===== src/logic/dec_pkg.sv =====
// constants, register map and field layout of the edge counter
package dec_pkg;

  // ----------------------------------------------------------------
  // sizes and timing
  // ----------------------------------------------------------------
  localparam int          CH_NUM      = 4;
  localparam int          CLK_NS      = 100;
  localparam int          UNIT_NS     = 50000;
  localparam int          UNIT_CYC    = (UNIT_NS + CLK_NS - 1) / CLK_NS;
  localparam int          UNIT_CW     = 16;
  localparam int          FLT_CW      = 9;

  // ----------------------------------------------------------------
  // register map (word offsets inside a channel, address bits 5:2, stride 0x40)
  // ----------------------------------------------------------------
  localparam logic [3:0]  R_CTRL      = 4'h0;
  localparam logic [3:0]  R_LOW       = 4'h1;
  localparam logic [3:0]  R_HIGH      = 4'h2;
  localparam logic [3:0]  R_START     = 4'h3;
  localparam logic [3:0]  R_CMP0      = 4'h4;
  localparam logic [3:0]  R_CMP1      = 4'h5;
  localparam logic [3:0]  R_CMPS      = 4'h6;
  localparam logic [3:0]  R_VALUE     = 4'h7;
  localparam logic [3:0]  R_STAT      = 4'h8;
  localparam logic [3:0]  R_LAST      = 4'h8;
  localparam logic [3:0]  R_GCTRL     = 4'h0;
  localparam logic [3:0]  R_GSTAT     = 4'h1;
  localparam int          A_GLOB      = 8;

  // ----------------------------------------------------------------
  // control word fields
  // ----------------------------------------------------------------
  localparam int          F_EN        = 0;
  localparam int          F_DLY       = 1;
  localparam int          F_EDGE      = 4;
  localparam int          F_DIR       = 6;
  localparam int          F_STOP      = 7;
  localparam int          F_OUT       = 8;
  localparam int          F_AUX       = 11;
  localparam int          F_SWG       = 13;
  localparam int          F_LOAD      = 14;
  localparam logic [31:0] CTRL_MASK   = 32'h0000_3FFF;
  localparam logic [31:0] CTRL_RST    = 32'h0000_200B;
  localparam logic [31:0] LOW_RST     = 32'h0000_0000;
  localparam logic [31:0] HI_SIGNED   = 32'h7FFF_FFFF;
  localparam logic [31:0] HI_UNSIGNED = 32'hFFFF_FFFF;
  localparam logic [31:0] START_RST   = 32'h0000_0000;
  localparam logic [31:0] CMP0_RST    = 32'h0000_0000;
  localparam logic [31:0] CMP1_RST    = 32'h0000_000A;
  localparam logic [31:0] CMPS_RST    = 32'h0000_000A;

  // ----------------------------------------------------------------
  // enumerations
  // ----------------------------------------------------------------
  typedef enum logic [1:0] {EDGE_RISE = 2'h0, EDGE_FALL = 2'h1,
                            EDGE_BOTH = 2'h2} dec_edge_t;
  typedef enum logic [1:0] {AUX_NONE = 2'h0, AUX_GATE = 2'h1,
                            AUX_DIR = 2'h2} dec_aux_t;
  typedef enum logic [2:0] {OUT_LOW = 3'h0, OUT_HIGH = 3'h1,
                            OUT_IN = 3'h2, OUT_OUTSIDE = 3'h3,
                            OUT_UPPER = 3'h4, OUT_LOWER = 3'h5} dec_out_t;

  // filter delay in 0.05 ms units: 0.05 0.1 0.4 0.8 1.6 3.2 12.8 20 ms
  function automatic logic [FLT_CW-1:0] dly_units(input logic [2:0] s);
    case (s)
      3'h0:    dly_units = 9'h001;
      3'h1:    dly_units = 9'h002;
      3'h2:    dly_units = 9'h008;
      3'h3:    dly_units = 9'h010;
      3'h4:    dly_units = 9'h020;
      3'h5:    dly_units = 9'h040;
      3'h6:    dly_units = 9'h100;
      default: dly_units = 9'h190;
    endcase
  endfunction

endpackage


===== src/logic/dec_input_filter.sv =====
// input delay filter for one digital input
`timescale 1ns/10ps
module dec_input_filter (
  input  wire logic                     aclk,
  input  wire logic                     aresetn,
  input  wire logic                     tick,
  input  wire logic [dec_pkg::FLT_CW-1:0] units,
  input  wire logic                     din,
  output logic                          level_q
);

  logic [dec_pkg::FLT_CW-1:0] cnt_q;

  // ----------------------------------------------------------------
  // stability count
  // ----------------------------------------------------------------
  // accept after units+1 ticks, so the level held longer than the delay
  always_ff @(posedge aclk) begin
    if (!aresetn) begin
      cnt_q   <= '0;
      level_q <= 1'b0;
    end else if (din == level_q) begin
      cnt_q <= '0;
    end else if (tick) begin
      if (cnt_q >= units) begin
        level_q <= din;
        cnt_q   <= '0;
      end else begin
        cnt_q <= cnt_q + 1'b1;
      end
    end
  end

endmodule


===== src/logic/dec_compare.sv =====
// comparison function that drives the output-state bit
`timescale 1ns/10ps
module dec_compare #(
  parameter bit SIGNED_VARIANT = 1'b1
) (
  input  wire logic [31:0] value,
  input  wire logic [31:0] low,
  input  wire logic [31:0] high,
  input  wire logic [31:0] cmp0,
  input  wire logic [31:0] cmp1,
  input  wire logic [31:0] cmps,
  input  wire logic [2:0]  func,
  output logic             state
);

  function automatic logic le(input logic [31:0] a, input logic [31:0] b);
    le = SIGNED_VARIANT ? ($signed(a) <= $signed(b)) : (a <= b);
  endfunction

  wire in_win = le(cmp0, value) & le(value, cmp1);
  wire upper  = le(cmps, value) & le(value, high);
  wire lower  = le(low, value) & le(value, cmps);

  // ----------------------------------------------------------------
  // function select
  // ----------------------------------------------------------------
  always_comb begin
    case (dec_pkg::dec_out_t'(func))
      dec_pkg::OUT_LOW:     state = 1'b0;
      dec_pkg::OUT_HIGH:    state = 1'b1;
      dec_pkg::OUT_IN:      state = in_win;
      dec_pkg::OUT_OUTSIDE: state = ~in_win;
      dec_pkg::OUT_UPPER:   state = upper;
      dec_pkg::OUT_LOWER:   state = lower;
      default:              state = 1'b0;
    endcase
  end

endmodule


===== src/logic/dec_edge_counter.sv =====
// multi-channel filtered edge counter with AXI4-Lite registers
`timescale 1ns/10ps
module dec_edge_counter #(
  parameter bit SIGNED_VARIANT = 1'b1,
  parameter int UNIT_CYCLES    = dec_pkg::UNIT_CYC
) (
  input  wire logic                      aclk,
  input  wire logic                      aresetn,
  input  wire logic [31:0]               s_axi_awaddr,
  input  wire logic                      s_axi_awvalid,
  output logic                           s_axi_awready,
  input  wire logic [31:0]               s_axi_wdata,
  input  wire logic [3:0]                s_axi_wstrb,
  input  wire logic                      s_axi_wvalid,
  output logic                           s_axi_wready,
  output logic [1:0]                     s_axi_bresp,
  output logic                           s_axi_bvalid,
  input  wire logic                      s_axi_bready,
  input  wire logic [31:0]               s_axi_araddr,
  input  wire logic                      s_axi_arvalid,
  output logic                           s_axi_arready,
  output logic [31:0]                    s_axi_rdata,
  output logic [1:0]                     s_axi_rresp,
  output logic                           s_axi_rvalid,
  input  wire logic                      s_axi_rready,
  input  wire logic [dec_pkg::CH_NUM-1:0] count_in,
  input  wire logic [dec_pkg::CH_NUM-1:0] aux_in,
  input  wire logic                      input_read_instant,
  output logic [dec_pkg::CH_NUM-1:0]     compare_output_state
);

  localparam int N = dec_pkg::CH_NUM;

  // ----------------------------------------------------------------
  // declarations
  // ----------------------------------------------------------------
  logic [31:0]                ctrl_q  [N];
  logic [31:0]                low_q   [N];
  logic [31:0]                high_q  [N];
  logic [31:0]                start_q [N];
  logic [31:0]                cmp0_q  [N];
  logic [31:0]                cmp1_q  [N];
  logic [31:0]                cmps_q  [N];
  logic [31:0]                fb_val_q[N];
  logic [4:0]                 fb_sts_q[N];
  logic [N-1:0]               fast_ch;
  logic                       iso_req_q;
  logic                       iso_act_q;
  logic [dec_pkg::UNIT_CW-1:0] pre_q;
  logic                       tick_q;
  logic [31:0]                awaddr_q;
  logic [31:0]                wdata_q;
  logic [3:0]                 wstrb_q;
  logic [31:0]                rd_word;

  function automatic logic [31:0] merge(input logic [31:0] old,
                                        input logic [31:0] nw,
                                        input logic [3:0]  strb);
    for (int b = 0; b < 4; b++) begin
      merge[8*b +: 8] = strb[b] ? nw[8*b +: 8] : old[8*b +: 8];
    end
  endfunction

  // ----------------------------------------------------------------
  // delay time base: one tick per 0.05 ms
  // ----------------------------------------------------------------
  localparam logic [dec_pkg::UNIT_CW-1:0] PRE_TOP =
    dec_pkg::UNIT_CW'(UNIT_CYCLES - 1);

  always_ff @(posedge aclk) begin
    if (!aresetn) begin
      pre_q  <= '0;
      tick_q <= 1'b0;
    end else begin
      tick_q <= (pre_q == PRE_TOP);
      pre_q  <= (pre_q == PRE_TOP) ? '0 : pre_q + 1'b1;
    end
  end

  // ----------------------------------------------------------------
  // AXI4-Lite write channel
  // ----------------------------------------------------------------
  wire       wr_go   = ~s_axi_awready & ~s_axi_wready & ~s_axi_bvalid;
  wire       wr_glob = awaddr_q[dec_pkg::A_GLOB];
  wire [1:0] wr_ch   = awaddr_q[7:6];
  wire [3:0] wr_reg  = awaddr_q[5:2];
  wire       wr_hi0  = (awaddr_q[31:9] == 23'h000000);
  wire       wr_map  = wr_hi0 & (wr_glob ? (wr_reg <= dec_pkg::R_GSTAT)
                                         : (wr_reg <= dec_pkg::R_LAST));
  wire       wr_ok   = wr_go & wr_map;

  always_ff @(posedge aclk) begin
    if (!aresetn) begin
      s_axi_awready <= 1'b1;
      s_axi_wready  <= 1'b1;
      s_axi_bvalid  <= 1'b0;
      s_axi_bresp   <= 2'h0;
      awaddr_q      <= '0;
      wdata_q       <= '0;
      wstrb_q       <= '0;
    end else begin
      if (s_axi_awvalid && s_axi_awready) begin
        awaddr_q      <= s_axi_awaddr;
        s_axi_awready <= 1'b0;
      end
      if (s_axi_wvalid && s_axi_wready) begin
        wdata_q      <= s_axi_wdata;
        wstrb_q      <= s_axi_wstrb;
        s_axi_wready <= 1'b0;
      end
      if (wr_go) begin
        s_axi_bvalid <= 1'b1;
        s_axi_bresp  <= wr_map ? 2'h0 : 2'h2;
      end
      if (s_axi_bvalid && s_axi_bready) begin
        s_axi_bvalid  <= 1'b0;
        s_axi_awready <= 1'b1;
        s_axi_wready  <= 1'b1;
      end
    end
  end

  // ----------------------------------------------------------------
  // global control and isochronous gating
  // ----------------------------------------------------------------
  always_ff @(posedge aclk) begin
    if (!aresetn) begin
      iso_req_q <= 1'b0;
      iso_act_q <= 1'b0;
    end else begin
      if (wr_ok && wr_glob && wr_reg == dec_pkg::R_GCTRL && wstrb_q[0]) begin
        iso_req_q <= wdata_q[0];
      end
      // needs a channel on the shortest delay
      iso_act_q <= iso_req_q & (|fast_ch);
    end
  end

  // snapshot every cycle, or only at the read instant while iso_act_q is set
  wire fb_upd = ~iso_act_q | input_read_instant;

  // ----------------------------------------------------------------
  // channels
  // ----------------------------------------------------------------
  for (genvar g = 0; g < N; g++) begin : g_ch
    wire [31:0] c       = ctrl_q[g];
    wire        sel     = wr_ok & ~wr_glob & (wr_ch == 2'(g));
    wire [31:0] wv      = merge('0, wdata_q, wstrb_q);
    wire        ld      = sel & (wr_reg == dec_pkg::R_CTRL) & wstrb_q[1] &
                          wdata_q[dec_pkg::F_LOAD];
    wire [2:0]  dsel    = c[dec_pkg::F_DLY +: 3];
    wire [1:0]  esel    = c[dec_pkg::F_EDGE +: 2];
    wire [1:0]  aux_fn  = c[dec_pkg::F_AUX +: 2];
    logic       cnt_f;
    logic       aux_f;
    logic       prev_q;
    logic       stop_q;
    logic [31:0] val_q;
    logic       cmp_now;

    assign fast_ch[g] = c[dec_pkg::F_EN] & (dsel == 3'h0);

    // register writes; low limit fixed at zero on unsigned variants
    always_ff @(posedge aclk) begin
      if (!aresetn) begin
        ctrl_q[g]  <= dec_pkg::CTRL_RST;
        low_q[g]   <= dec_pkg::LOW_RST;
        // default high limit is the variant maximum
        high_q[g]  <= SIGNED_VARIANT ? dec_pkg::HI_SIGNED
                                     : dec_pkg::HI_UNSIGNED;
        start_q[g] <= dec_pkg::START_RST;
        cmp0_q[g]  <= dec_pkg::CMP0_RST;
        cmp1_q[g]  <= dec_pkg::CMP1_RST;
        cmps_q[g]  <= dec_pkg::CMPS_RST;
      end else if (sel) begin
        case (wr_reg)
          dec_pkg::R_CTRL:  ctrl_q[g]  <= merge(c, wdata_q, wstrb_q) &
                                          dec_pkg::CTRL_MASK;
          // unsigned variant keeps low limit at zero
          dec_pkg::R_LOW:   low_q[g]   <= SIGNED_VARIANT ?
                                          merge(low_q[g], wv | wdata_q &
                                          32'h0000_0000, wstrb_q) :
                                          dec_pkg::LOW_RST;
          dec_pkg::R_HIGH:  high_q[g]  <= merge(high_q[g], wdata_q,
                                                wstrb_q);
          dec_pkg::R_START: start_q[g] <= merge(start_q[g], wdata_q,
                                                wstrb_q);
          dec_pkg::R_CMP0:  cmp0_q[g]  <= merge(cmp0_q[g], wdata_q,
                                                wstrb_q);
          dec_pkg::R_CMP1:  cmp1_q[g]  <= merge(cmp1_q[g], wdata_q,
                                                wstrb_q);
          dec_pkg::R_CMPS:  cmps_q[g]  <= merge(cmps_q[g], wdata_q,
                                                wstrb_q);
          default:          ctrl_q[g]  <= c;
        endcase
      end
    end

    dec_input_filter u_cnt_flt (
      .aclk    (aclk),
      .aresetn (aresetn),
      .tick    (tick_q),
      .units   (dec_pkg::dly_units(dsel)),
      .din     (count_in[g]),
      .level_q (cnt_f)
    );

    dec_input_filter u_aux_flt (
      .aclk    (aclk),
      .aresetn (aresetn),
      .tick    (tick_q),
      .units   (dec_pkg::dly_units(dsel)),
      .din     (aux_in[g]),
      .level_q (aux_f)
    );

    wire hw_gate  = (aux_fn == dec_pkg::AUX_GATE) ? aux_f : 1'b1;
    // enable is part of the controlling gate
    wire ctl_gate = c[dec_pkg::F_EN] & c[dec_pkg::F_SWG] & hw_gate;
    wire aux_dir  = (aux_fn == dec_pkg::AUX_DIR);
    wire down     = aux_dir ? aux_f : c[dec_pkg::F_DIR];
    // counting down by aux swaps the edge
    wire flip     = aux_dir & aux_f;
    wire rise     = cnt_f & ~prev_q;
    wire fall     = ~cnt_f & prev_q;
    wire hit      = (esel == dec_pkg::EDGE_BOTH) ? (rise | fall) :
                    ((esel == dec_pkg::EDGE_FALL) ^ flip) ? fall : rise;
    wire count_en = ctl_gate & ~stop_q & hit;
    wire at_lim   = down ? (val_q == low_q[g]) : (val_q == high_q[g]);

    // one 32-bit counter, sign only matters to compares
    always_ff @(posedge aclk) begin
      if (!aresetn) begin
        prev_q <= 1'b0;
        stop_q <= 1'b0;
        val_q  <= dec_pkg::START_RST;
      end else begin
        prev_q <= cnt_f;
        // restart needs the controlling gate closed
        if (!ctl_gate) begin
          stop_q <= 1'b0;
        end
        if (ld) begin
          val_q <= start_q[g];
        end else if (count_en) begin
          if (at_lim) begin
            val_q <= down ? high_q[g] : low_q[g];
            if (c[dec_pkg::F_STOP] && ctl_gate) begin
              stop_q <= 1'b1;
            end
          end else begin
            val_q <= down ? val_q - 32'h0000_0001 : val_q + 32'h0000_0001;
          end
        end
      end
    end

    dec_compare #(
      .SIGNED_VARIANT (SIGNED_VARIANT)
    ) u_cmp (
      .value (val_q),
      .low   (low_q[g]),
      .high  (high_q[g]),
      .cmp0  (cmp0_q[g]),
      .cmp1  (cmp1_q[g]),
      .cmps  (cmps_q[g]),
      .func  (c[dec_pkg::F_OUT +: 3]),
      .state (cmp_now)
    );

    // feedback snapshot; aux level always reported
    always_ff @(posedge aclk) begin
      if (!aresetn) begin
        fb_val_q[g]             <= dec_pkg::START_RST;
        fb_sts_q[g]             <= '0;
        compare_output_state[g] <= 1'b0;
      end else if (fb_upd) begin
        fb_val_q[g]             <= val_q;
        fb_sts_q[g]             <= {down, stop_q, ctl_gate & ~stop_q,
                                    aux_f, cmp_now};
        compare_output_state[g] <= cmp_now;
      end
    end
  end

  // ----------------------------------------------------------------
  // AXI4-Lite read channel
  // ----------------------------------------------------------------
  wire       rd_glob = s_axi_araddr[dec_pkg::A_GLOB];
  wire [1:0] rd_ch   = s_axi_araddr[7:6];
  wire [3:0] rd_reg  = s_axi_araddr[5:2];
  wire       rd_map  = (s_axi_araddr[31:9] == 23'h000000) &
                       (rd_glob ? (rd_reg <= dec_pkg::R_GSTAT)
                                : (rd_reg <= dec_pkg::R_LAST));

  always_comb begin
    rd_word = '0;
    if (rd_glob) begin
      rd_word = (rd_reg == dec_pkg::R_GCTRL) ? {31'h0, iso_req_q}
                                             : {31'h0, iso_act_q};
    end else begin
      case (rd_reg)
        dec_pkg::R_CTRL:  rd_word = ctrl_q[rd_ch];
        dec_pkg::R_LOW:   rd_word = low_q[rd_ch];
        dec_pkg::R_HIGH:  rd_word = high_q[rd_ch];
        dec_pkg::R_START: rd_word = start_q[rd_ch];
        dec_pkg::R_CMP0:  rd_word = cmp0_q[rd_ch];
        dec_pkg::R_CMP1:  rd_word = cmp1_q[rd_ch];
        dec_pkg::R_CMPS:  rd_word = cmps_q[rd_ch];
        dec_pkg::R_VALUE: rd_word = fb_val_q[rd_ch];
        dec_pkg::R_STAT:  rd_word = {27'h0, fb_sts_q[rd_ch]};
        default:          rd_word = '0;
      endcase
    end
  end

  always_ff @(posedge aclk) begin
    if (!aresetn) begin
      s_axi_arready <= 1'b1;
      s_axi_rvalid  <= 1'b0;
      s_axi_rdata   <= '0;
      s_axi_rresp   <= 2'h0;
    end else if (s_axi_arvalid && s_axi_arready) begin
      s_axi_arready <= 1'b0;
      s_axi_rvalid  <= 1'b1;
      s_axi_rdata   <= rd_map ? rd_word : '0;
      s_axi_rresp   <= rd_map ? 2'h0 : 2'h2;
    end else if (s_axi_rvalid && s_axi_rready) begin
      s_axi_rvalid  <= 1'b0;
      s_axi_arready <= 1'b1;
    end
  end

endmodule


===== config.mk =====
export PLATFORM = sky130hd
export DESIGN_NAME = dec_edge_counter
export DESIGN_NICKNAME = d
export VERILOG_FILES = /design/src/logic/dec_pkg.sv /design/src/logic/dec_input_filter.sv /design/src/logic/dec_compare.sv /design/src/logic/dec_edge_counter.sv
export SDC_FILE = /design/constraint.sdc
export NUM_CORES = 2
export LEC_CHECK = 0
export ABC_CLOCK_PERIOD_IN_PS = 6100
export BUFFER_PORTS_ARGS = -buffer_cell sky130_fd_sc_hd__buf_2
export CAP_MARGIN = 20
export CORE_ASPECT_RATIO = 1.4
export CORE_MARGIN = 8
export CORE_UTILIZATION = 30
export DETAILED_ROUTE_END_ITERATION = 10
export PLACE_DENSITY = 0.44
export SETUP_SLACK_MARGIN = 0.4
export SLEW_MARGIN = 10
export SYNTH_ARGS = -nofsm -noshare
export SYNTH_HDL_FRONTEND = slang
export SYNTH_SLANG_ARGS = --single-unit

===== constraint.sdc =====
create_clock -name aclk -period 6.1 [get_ports aclk]
set_input_delay 1.22 -clock aclk [delete_from_list [all_inputs] [get_ports aclk]]
set_output_delay 1.22 -clock aclk [all_outputs]
set_load 0.01 [all_outputs]

Yosys cells after proc, flatten, opt, wreduce, memory -nomap -nowiden
Memory sizes are Yosys's and may differ from the RTL's.
Index checks and enable logic that the tools add are counted.
- bits in registers: 348
- bits in latches: 0
- RAM bits: 1044
- memory bits (read-only): 0
- bits of input ports: 116
- output and inout bits: 45
- logic and storage cells: 735
- memories: 9
- memories (memory ; words ; width ; read ports ; clocked after memory_dff ; write ports ; line ; source):
    cmp0_q ; 4 ; 32 ; 5 ; 0 ; 4 ; dec_edge_counter.sv:41 ; logic [31:0] cmp0_q [N];
    cmp1_q ; 4 ; 32 ; 5 ; 0 ; 4 ; dec_edge_counter.sv:42 ; logic [31:0] cmp1_q [N];
    cmps_q ; 4 ; 32 ; 5 ; 0 ; 4 ; dec_edge_counter.sv:43 ; logic [31:0] cmps_q [N];
    ctrl_q ; 4 ; 32 ; 5 ; 0 ; 4 ; dec_edge_counter.sv:37 ; logic [31:0] ctrl_q [N];
    fb_val_q ; 4 ; 32 ; 1 ; 0 ; 4 ; dec_edge_counter.sv:44 ; logic [31:0] fb_val_q[N];
    high_q ; 4 ; 32 ; 5 ; 0 ; 4 ; dec_edge_counter.sv:39 ; logic [31:0] high_q [N];
    3 more memories ; -- ; -- ; -- ; -- ; -- ; -- ;
- add/subtract/negate cells: 17
- multiply operators: 0
- div/mod/pow operators: 0
- magnitude comparators: 36
- eq/ne operators: 94
- shift-type cells: 0
- multiplexer cells: 340
- bitwise logic cells: 146
- reduce and logical (&&, ||, !) cells: 46
- operators with widths (kind ; count):
    32-bit 2-to-1 mux ; 58
    8-bit 2-to-1 mux ; 100
    32-bit <= comparator ; 24
    32-bit case mux with 9 select lines ; 1
    32-bit equality test ; 8
    9-bit case mux with 7 select lines ; 4
    1-bit 2-to-1 mux ; 155
    32-bit by 1-bit adder with 32-bit output (second input constant) ; 4
    32-bit by 1-bit subtractor with 32-bit output (second input constant) ; 4
    9-bit by 1-bit adder with 9-bit output (second input constant) ; 8
    9-bit >= comparator ; 8
    9-bit 2-to-1 mux ; 8
    1-bit bitwise AND ; 67
    3-bit equality test (second input constant) ; 20
    3-bit by 2-bit equality test with 1-bit output (second input constant) ; 16
    23-bit zero test ; 2
    1-bit OR ; 45
    1-bit inverter ; 30
    4-bit by 3-bit equality test with 1-bit output (second input constant) ; 7
    3-bit by 1-bit equality test with 1-bit output (second input constant) ; 8
    6-bit 2-to-1 mux ; 4
    3-bit AND reduction ; 8
    2-bit equality test (second input constant) ; 10
    5-bit 2-to-1 mux ; 4
    other kinds (20) ; 76

Logic depth before layout (Yosys ltp)
- depth after elaboration: 11
- depth in mapped cells: 16
- depth with buffers taken out: 15

Cells and area by module
From an unflattened synthesis, not the netlist that was laid out.
- cells, all modules: 8935
- area, all modules: 89786.1 sq um
- by module, submodules not included (module ; instances ; cells each ; area each (sq um)):
    dec_edge_counter ; 1 ; 6040 ; 68041.5
    dec_compare at g_ch[0].u_cmp ... ; 3 ; 549 ; 4060.1
    dec_input_filter ; 8 ; 86 ; 686.9
    dec_compare at g_ch[2].u_cmp ; 1 ; 560 ; 4068.9

Least setup slack after synthesis
No wires, ideal clock.
- path type: input-to-reg
- from: input input_read_instant
- to: memory fb_sts_q[0][0] (enable)
- data arrival time: 4.514 ns
- data required time: 5.599 ns
- path slack: 1.085 ns
- cell stages on the path: 4
- path buffers: 1
- path through: nand2b_1 > clkbuf_1 > nor2_1 > inv_1
- RTL lines (item ; line ; source):
    start: declaration ; dec_edge_counter.sv:28 ; input wire logic input_read_instant,
    end: declaration ; dec_edge_counter.sv:45 ; logic [4:0] fb_sts_q[N];

==> key figures <==
Setup path
  – Most numerous cell on the critical path: a21oi_1
  – Kind of start point of the critical path: flop
  – Slowest cell on the critical path: xnor2_1
  – Number of buffers and inverters on the critical path: 3
  – Family with the most delay on the worst path: compound AO/OA/AOI/OAI gates
  – CP max FO: 13
  – Startpoint-to-endpoint class of the critical path: flop to flop
  – Largest stage delay on the critical path: 0.62 ns
  – Crit end category: flop
  – Critical path cell sequence: nand3b_1 -> a21boi_4 -> clkinv_1 -> buf_4 -> ha_1 -> a21oi_1 -> o21ai_0 -> a21oi_1 -> buf_4 -> o21ai_2 -> a21oi_2 -> nor3_1 -> a21o_1 -> xnor2_1 -> a21oi_1
  – CP Data Required Time: about 6.8 ns
  – Worst EP arrival: roughly 6.3 ns

Placed design
  – Detail Placement HPWL: 345 mm
  – Final weighted congestion in routability-driven placement: between 1 and 1.5
  – Number of placed instances, taps included: roughly 12000
  – Count of port buffers added during placement: around 150
  – Cell Area, Placed: 90300 sq um

Clocking
  – CTS tree: yes
  – Total clock buffers created by CTS: roughly 160
  – Count of H-tree levels built during CTS: 4
  – Number of hold-repair buffers added at the cts stage: 0
  – Number of setup buffers added after CTS: 0
  – Clock-pin slew of the registers on the worst-case setup and hold paths: 0.06 ns
  – Number of clock sinks: 1316
  – Clock Tree Buf Depth: 4
  – Count of instances resized after the clock tree is built: 0
  – Clk Tree Root Cell: clkbuf_16
  – Clock latency of the later-clocked register in the worst-skew pair: 0.90 ns

Synth
  – Post-synthesis sequential element count: 1316
  – Count of yosys warnings during synthesis: 0
  – Library cell with the highest instance count after synthesis: edfxtp_1
  – List of most frequent post-synthesis cells: edfxtp_1, ha_1, and2_1, nand2_1, nor2_1
  – Library cells used by synthesis: 101
  – Share of synthesized flip-flops with an asynchronous set or reset: 0%
  – Primary flip-flop cell chosen by synthesis mapping: edfxtp_1
  – Combined area of all synthesized cells: about 84000 sq um
  – Synthesized instance count: 8298
  – Fraction of synthesized cell area taken by the top area cell type: 34.7%
  – Avg Inst Size Synth: 10.1 sq um
  – Sequential-to-total area share from yosys stat: 42.9%
  – Number of enable flip-flop cells after synthesis: 972
  – Area leader, netlist: edfxtp_1
  – Top cells by area in the synthesized netlist: edfxtp_1, ha_1, dfxtp_1, mux4_2, and2_1

Timing
  – Post-route minimum period: approximately 5.6 ns
  – Post-Route Skew: 0.0506 ns
  – Setup TNS after final layout: 0 ns
  – Slew headroom: a little over an eighth
  – Maximum frequency from static timing analysis: 180 MHz
  – Final Cycle Share: 91.1%
  – Final count of pins violating max slew: 0
  – Number of setup violations in the final report: 0
  – Slew at the pin closest to its max-slew limit: about 1.3 ns
  – Endpoints failing hold: 0
  – Setup repair after global routing missed its margin: false

Global route
  – Overflow left after global routing: 0
  – Met1 Use GR: about a third
  – GR peak layer: met2
  – Global-route wire length before repair: between 500 and 600 mm
  – Number of global-route vias before repair: 67800
  – Global-route usage over all layers: 28.5%
  – Maximum number of pins on one net before global-route repair: 138
  – Met3 usage: 5.05%
  – Number of antenna violations at the first check in global routing: 75
  – Fraction of met2 tracks used by global routing: around 45%

Power
  – Power per cell area: 240 nW/um^2
  – Clock network fraction of total power: 42.7%
  – P_int: 16.2 mW
  – Logic gate share of total power: 12.6%
  – Net Sw Power: ~6.7 mW
  – Leak Pwr: approximately 39 nW
  – Seq pwr share: 44.7%
  – Sw Ratio: 29.1%
  – Worst IR drop on VDD: roughly 0.00017 V

Layout
  – Post-layout util: roughly 34%
  – Fraction of final layout cells sized beyond drive strength 1: ~12%
  – Final Instance Area: approximately 96000 sq um
  – Layout overhead on the synthesized area: 13.5%
  – Final net count: slightly above 9000
  – Post-layout instance count excluding filler cells: about 12000

Die
  – Die Area: 298000 sq um
  – Floorplan core area: 280000 sq um
  – Vertical die dimension: 643 um
  – Initial Utilization: 30.1%
  – I/O pin count: 161
  – Die Wd: 464 um
  – Number of core rows: 230

Route
  – Routed wire per std cell: 36.3 um
  – Via/cell ratio: around 5.8
  – Final ANT Viol Nets: 0
  – Iteration-0 DRC Markers: 8653
  – Number of iterations in the first detailed-routing pass: 6
  – DR vias: 70600
  – Post-route DRC violation count: 0
  – Sum of routed wire length over all layers: around 450 mm

Flow run
  – Max Cap Viol: 0

Run status
  – Status: completed

Hold path
  – Class of the most critical hold timing path: flop to flop
## flip-flops by register name, indices dropped and copies added (netlist names), 4 cells and up
| register | count |
|---|---|
| g_ch.u_aux_flt.cnt_q | 36 |
| fb_sts_q | 20 |
| g_ch.prev_q | 4 |
| g_ch.val_q | 128 |
| wstrb_q | 4 |
| start_q | 128 |
| g_ch.stop_q | 4 |
| g_ch.u_cnt_flt.cnt_q | 36 |
| s_axi_rdata | 32 |
| cmp1_q | 128 |
| cmp0_q | 128 |
| g_ch.u_cnt_flt.level_q | 4 |
| high_q | 128 |
| ctrl_q | 56 |
| wdata_q | 32 |
| low_q | 128 |
| compare_output_state | 4 |
| g_ch.u_aux_flt.level_q | 4 |
| awaddr_q | 30 |
| cmps_q | 128 |
| pre_q | 16 |
| fb_val_q | 128 |
## kinds of logic (layout without fill, tap and decap cells)
kind of cell    count (synthesis)  after routing  synth area share [%]
compound gates               1762           1762                  13.4
xor+xnor                      198            198                  2.06
other cells                     1             51               0.00446
buf+inv                      1035           1254                  4.73
flops                        1316           1316                  42.9
fa+ha+maj                     845            845                  12.6
mux                           301            301                  7.22
simple gates                 2840           2840                  17.1
## final cells by class
class	instances	area, sq um
well taps	3712	4640
inverters	559	2110
repair buffers	416	2910
diodes	49	123
fillers	28300	184000
clock buffers	205	4350
flip-flops and latches	1316	36100
clock inverters	74	722
multi-input cells	5948	44600
## layout by cell type, fill, tap and decap left out, types with 53 or more instances in the layout
cell type,synthesis,final
and2_1,679,677
or3_1,171,170
edfxtp_1,972,972
buf_2,41,151
o211ai_1,87,87
nand4_1,171,171
a21o_1,211,211
o21ai_0,274,268
nor2_1,646,619
a22oi_1,63,63
a211oi_1,136,135
xor2_1,112,112
nand3_1,135,134
buf_4,3,248
clkbuf_16,0,161
ha_1,841,841
xnor2_1,86,86
nor3_1,99,92
and3_1,53,53
inv_1,559,554
a31oi_1,63,62
mux4_2,243,243
nand2_1,661,656
a21oi_1,636,636
dfxtp_1,344,323
## final timing paths
check / startpoint / end / slack [ns] / depth (start not counted)
max: ctrl_q[0][12]$_SDFFCE_PN0P_ / g_ch[0].val_q[23]$_SDFFE_PN0P_ / 0.54 / 15
min: wdata_q[29]$_SDFFE_PN0P_ / wdata_q[29]$_SDFFE_PN0P_ / 0.45 / 2
max reg2reg: ctrl_q[0][12]$_SDFFCE_PN0P_ / g_ch[0].val_q[23]$_SDFFE_PN0P_ / 0.54 / 15
min reg2reg: wdata_q[29]$_SDFFE_PN0P_ / wdata_q[29]$_SDFFE_PN0P_ / 0.45 / 2
## layer usage
layer | vias to the layer above | part of all wire (%) | wire [um]
met1 | 35500 | 38 | 169000
met3 | 1008 | 7.5 | 33300
met4 | 18 | 10 | 45600
met2 | 3532 | 44 | 197000
li1 | 30600 | - | -
met5 | - | 0.026 | 116
## worst min-delay path, stage by stage, from the launching register on
cell	delay, ns
dfxtp_2	0.31
nand2_1	0.05
a21oi_1	0.05
## power groups by stage
stage	registers [mW]	logic, mW	clock network (mW)
3_3_place_gp	10.4	2.75	0
5_1_grt	10.2	3.00	10.2
6_report	10.2	2.87	9.77
4_1_cts	10.2	2.80	9.92
3_5_place_dp	10.4	2.79	0
2_1_floorplan	10.1	1.56	0
## stage by stage
stage | hold slack, ns | setup slack [ns] | total power [mW]
final | 0.452 | 0.542 | 22.9
after global routing | 0.472 | 0.569 | 23.4
after CTS | 0.454 | 0.916 | 22.9
after detailed placement | 0.445 | 0.989 | 13.2
after global placement | 0.439 | 1.01 | 13.2
after floorplan | 0.421 | 1.08 | 11.7
Power figures use the tool's default switching activity.
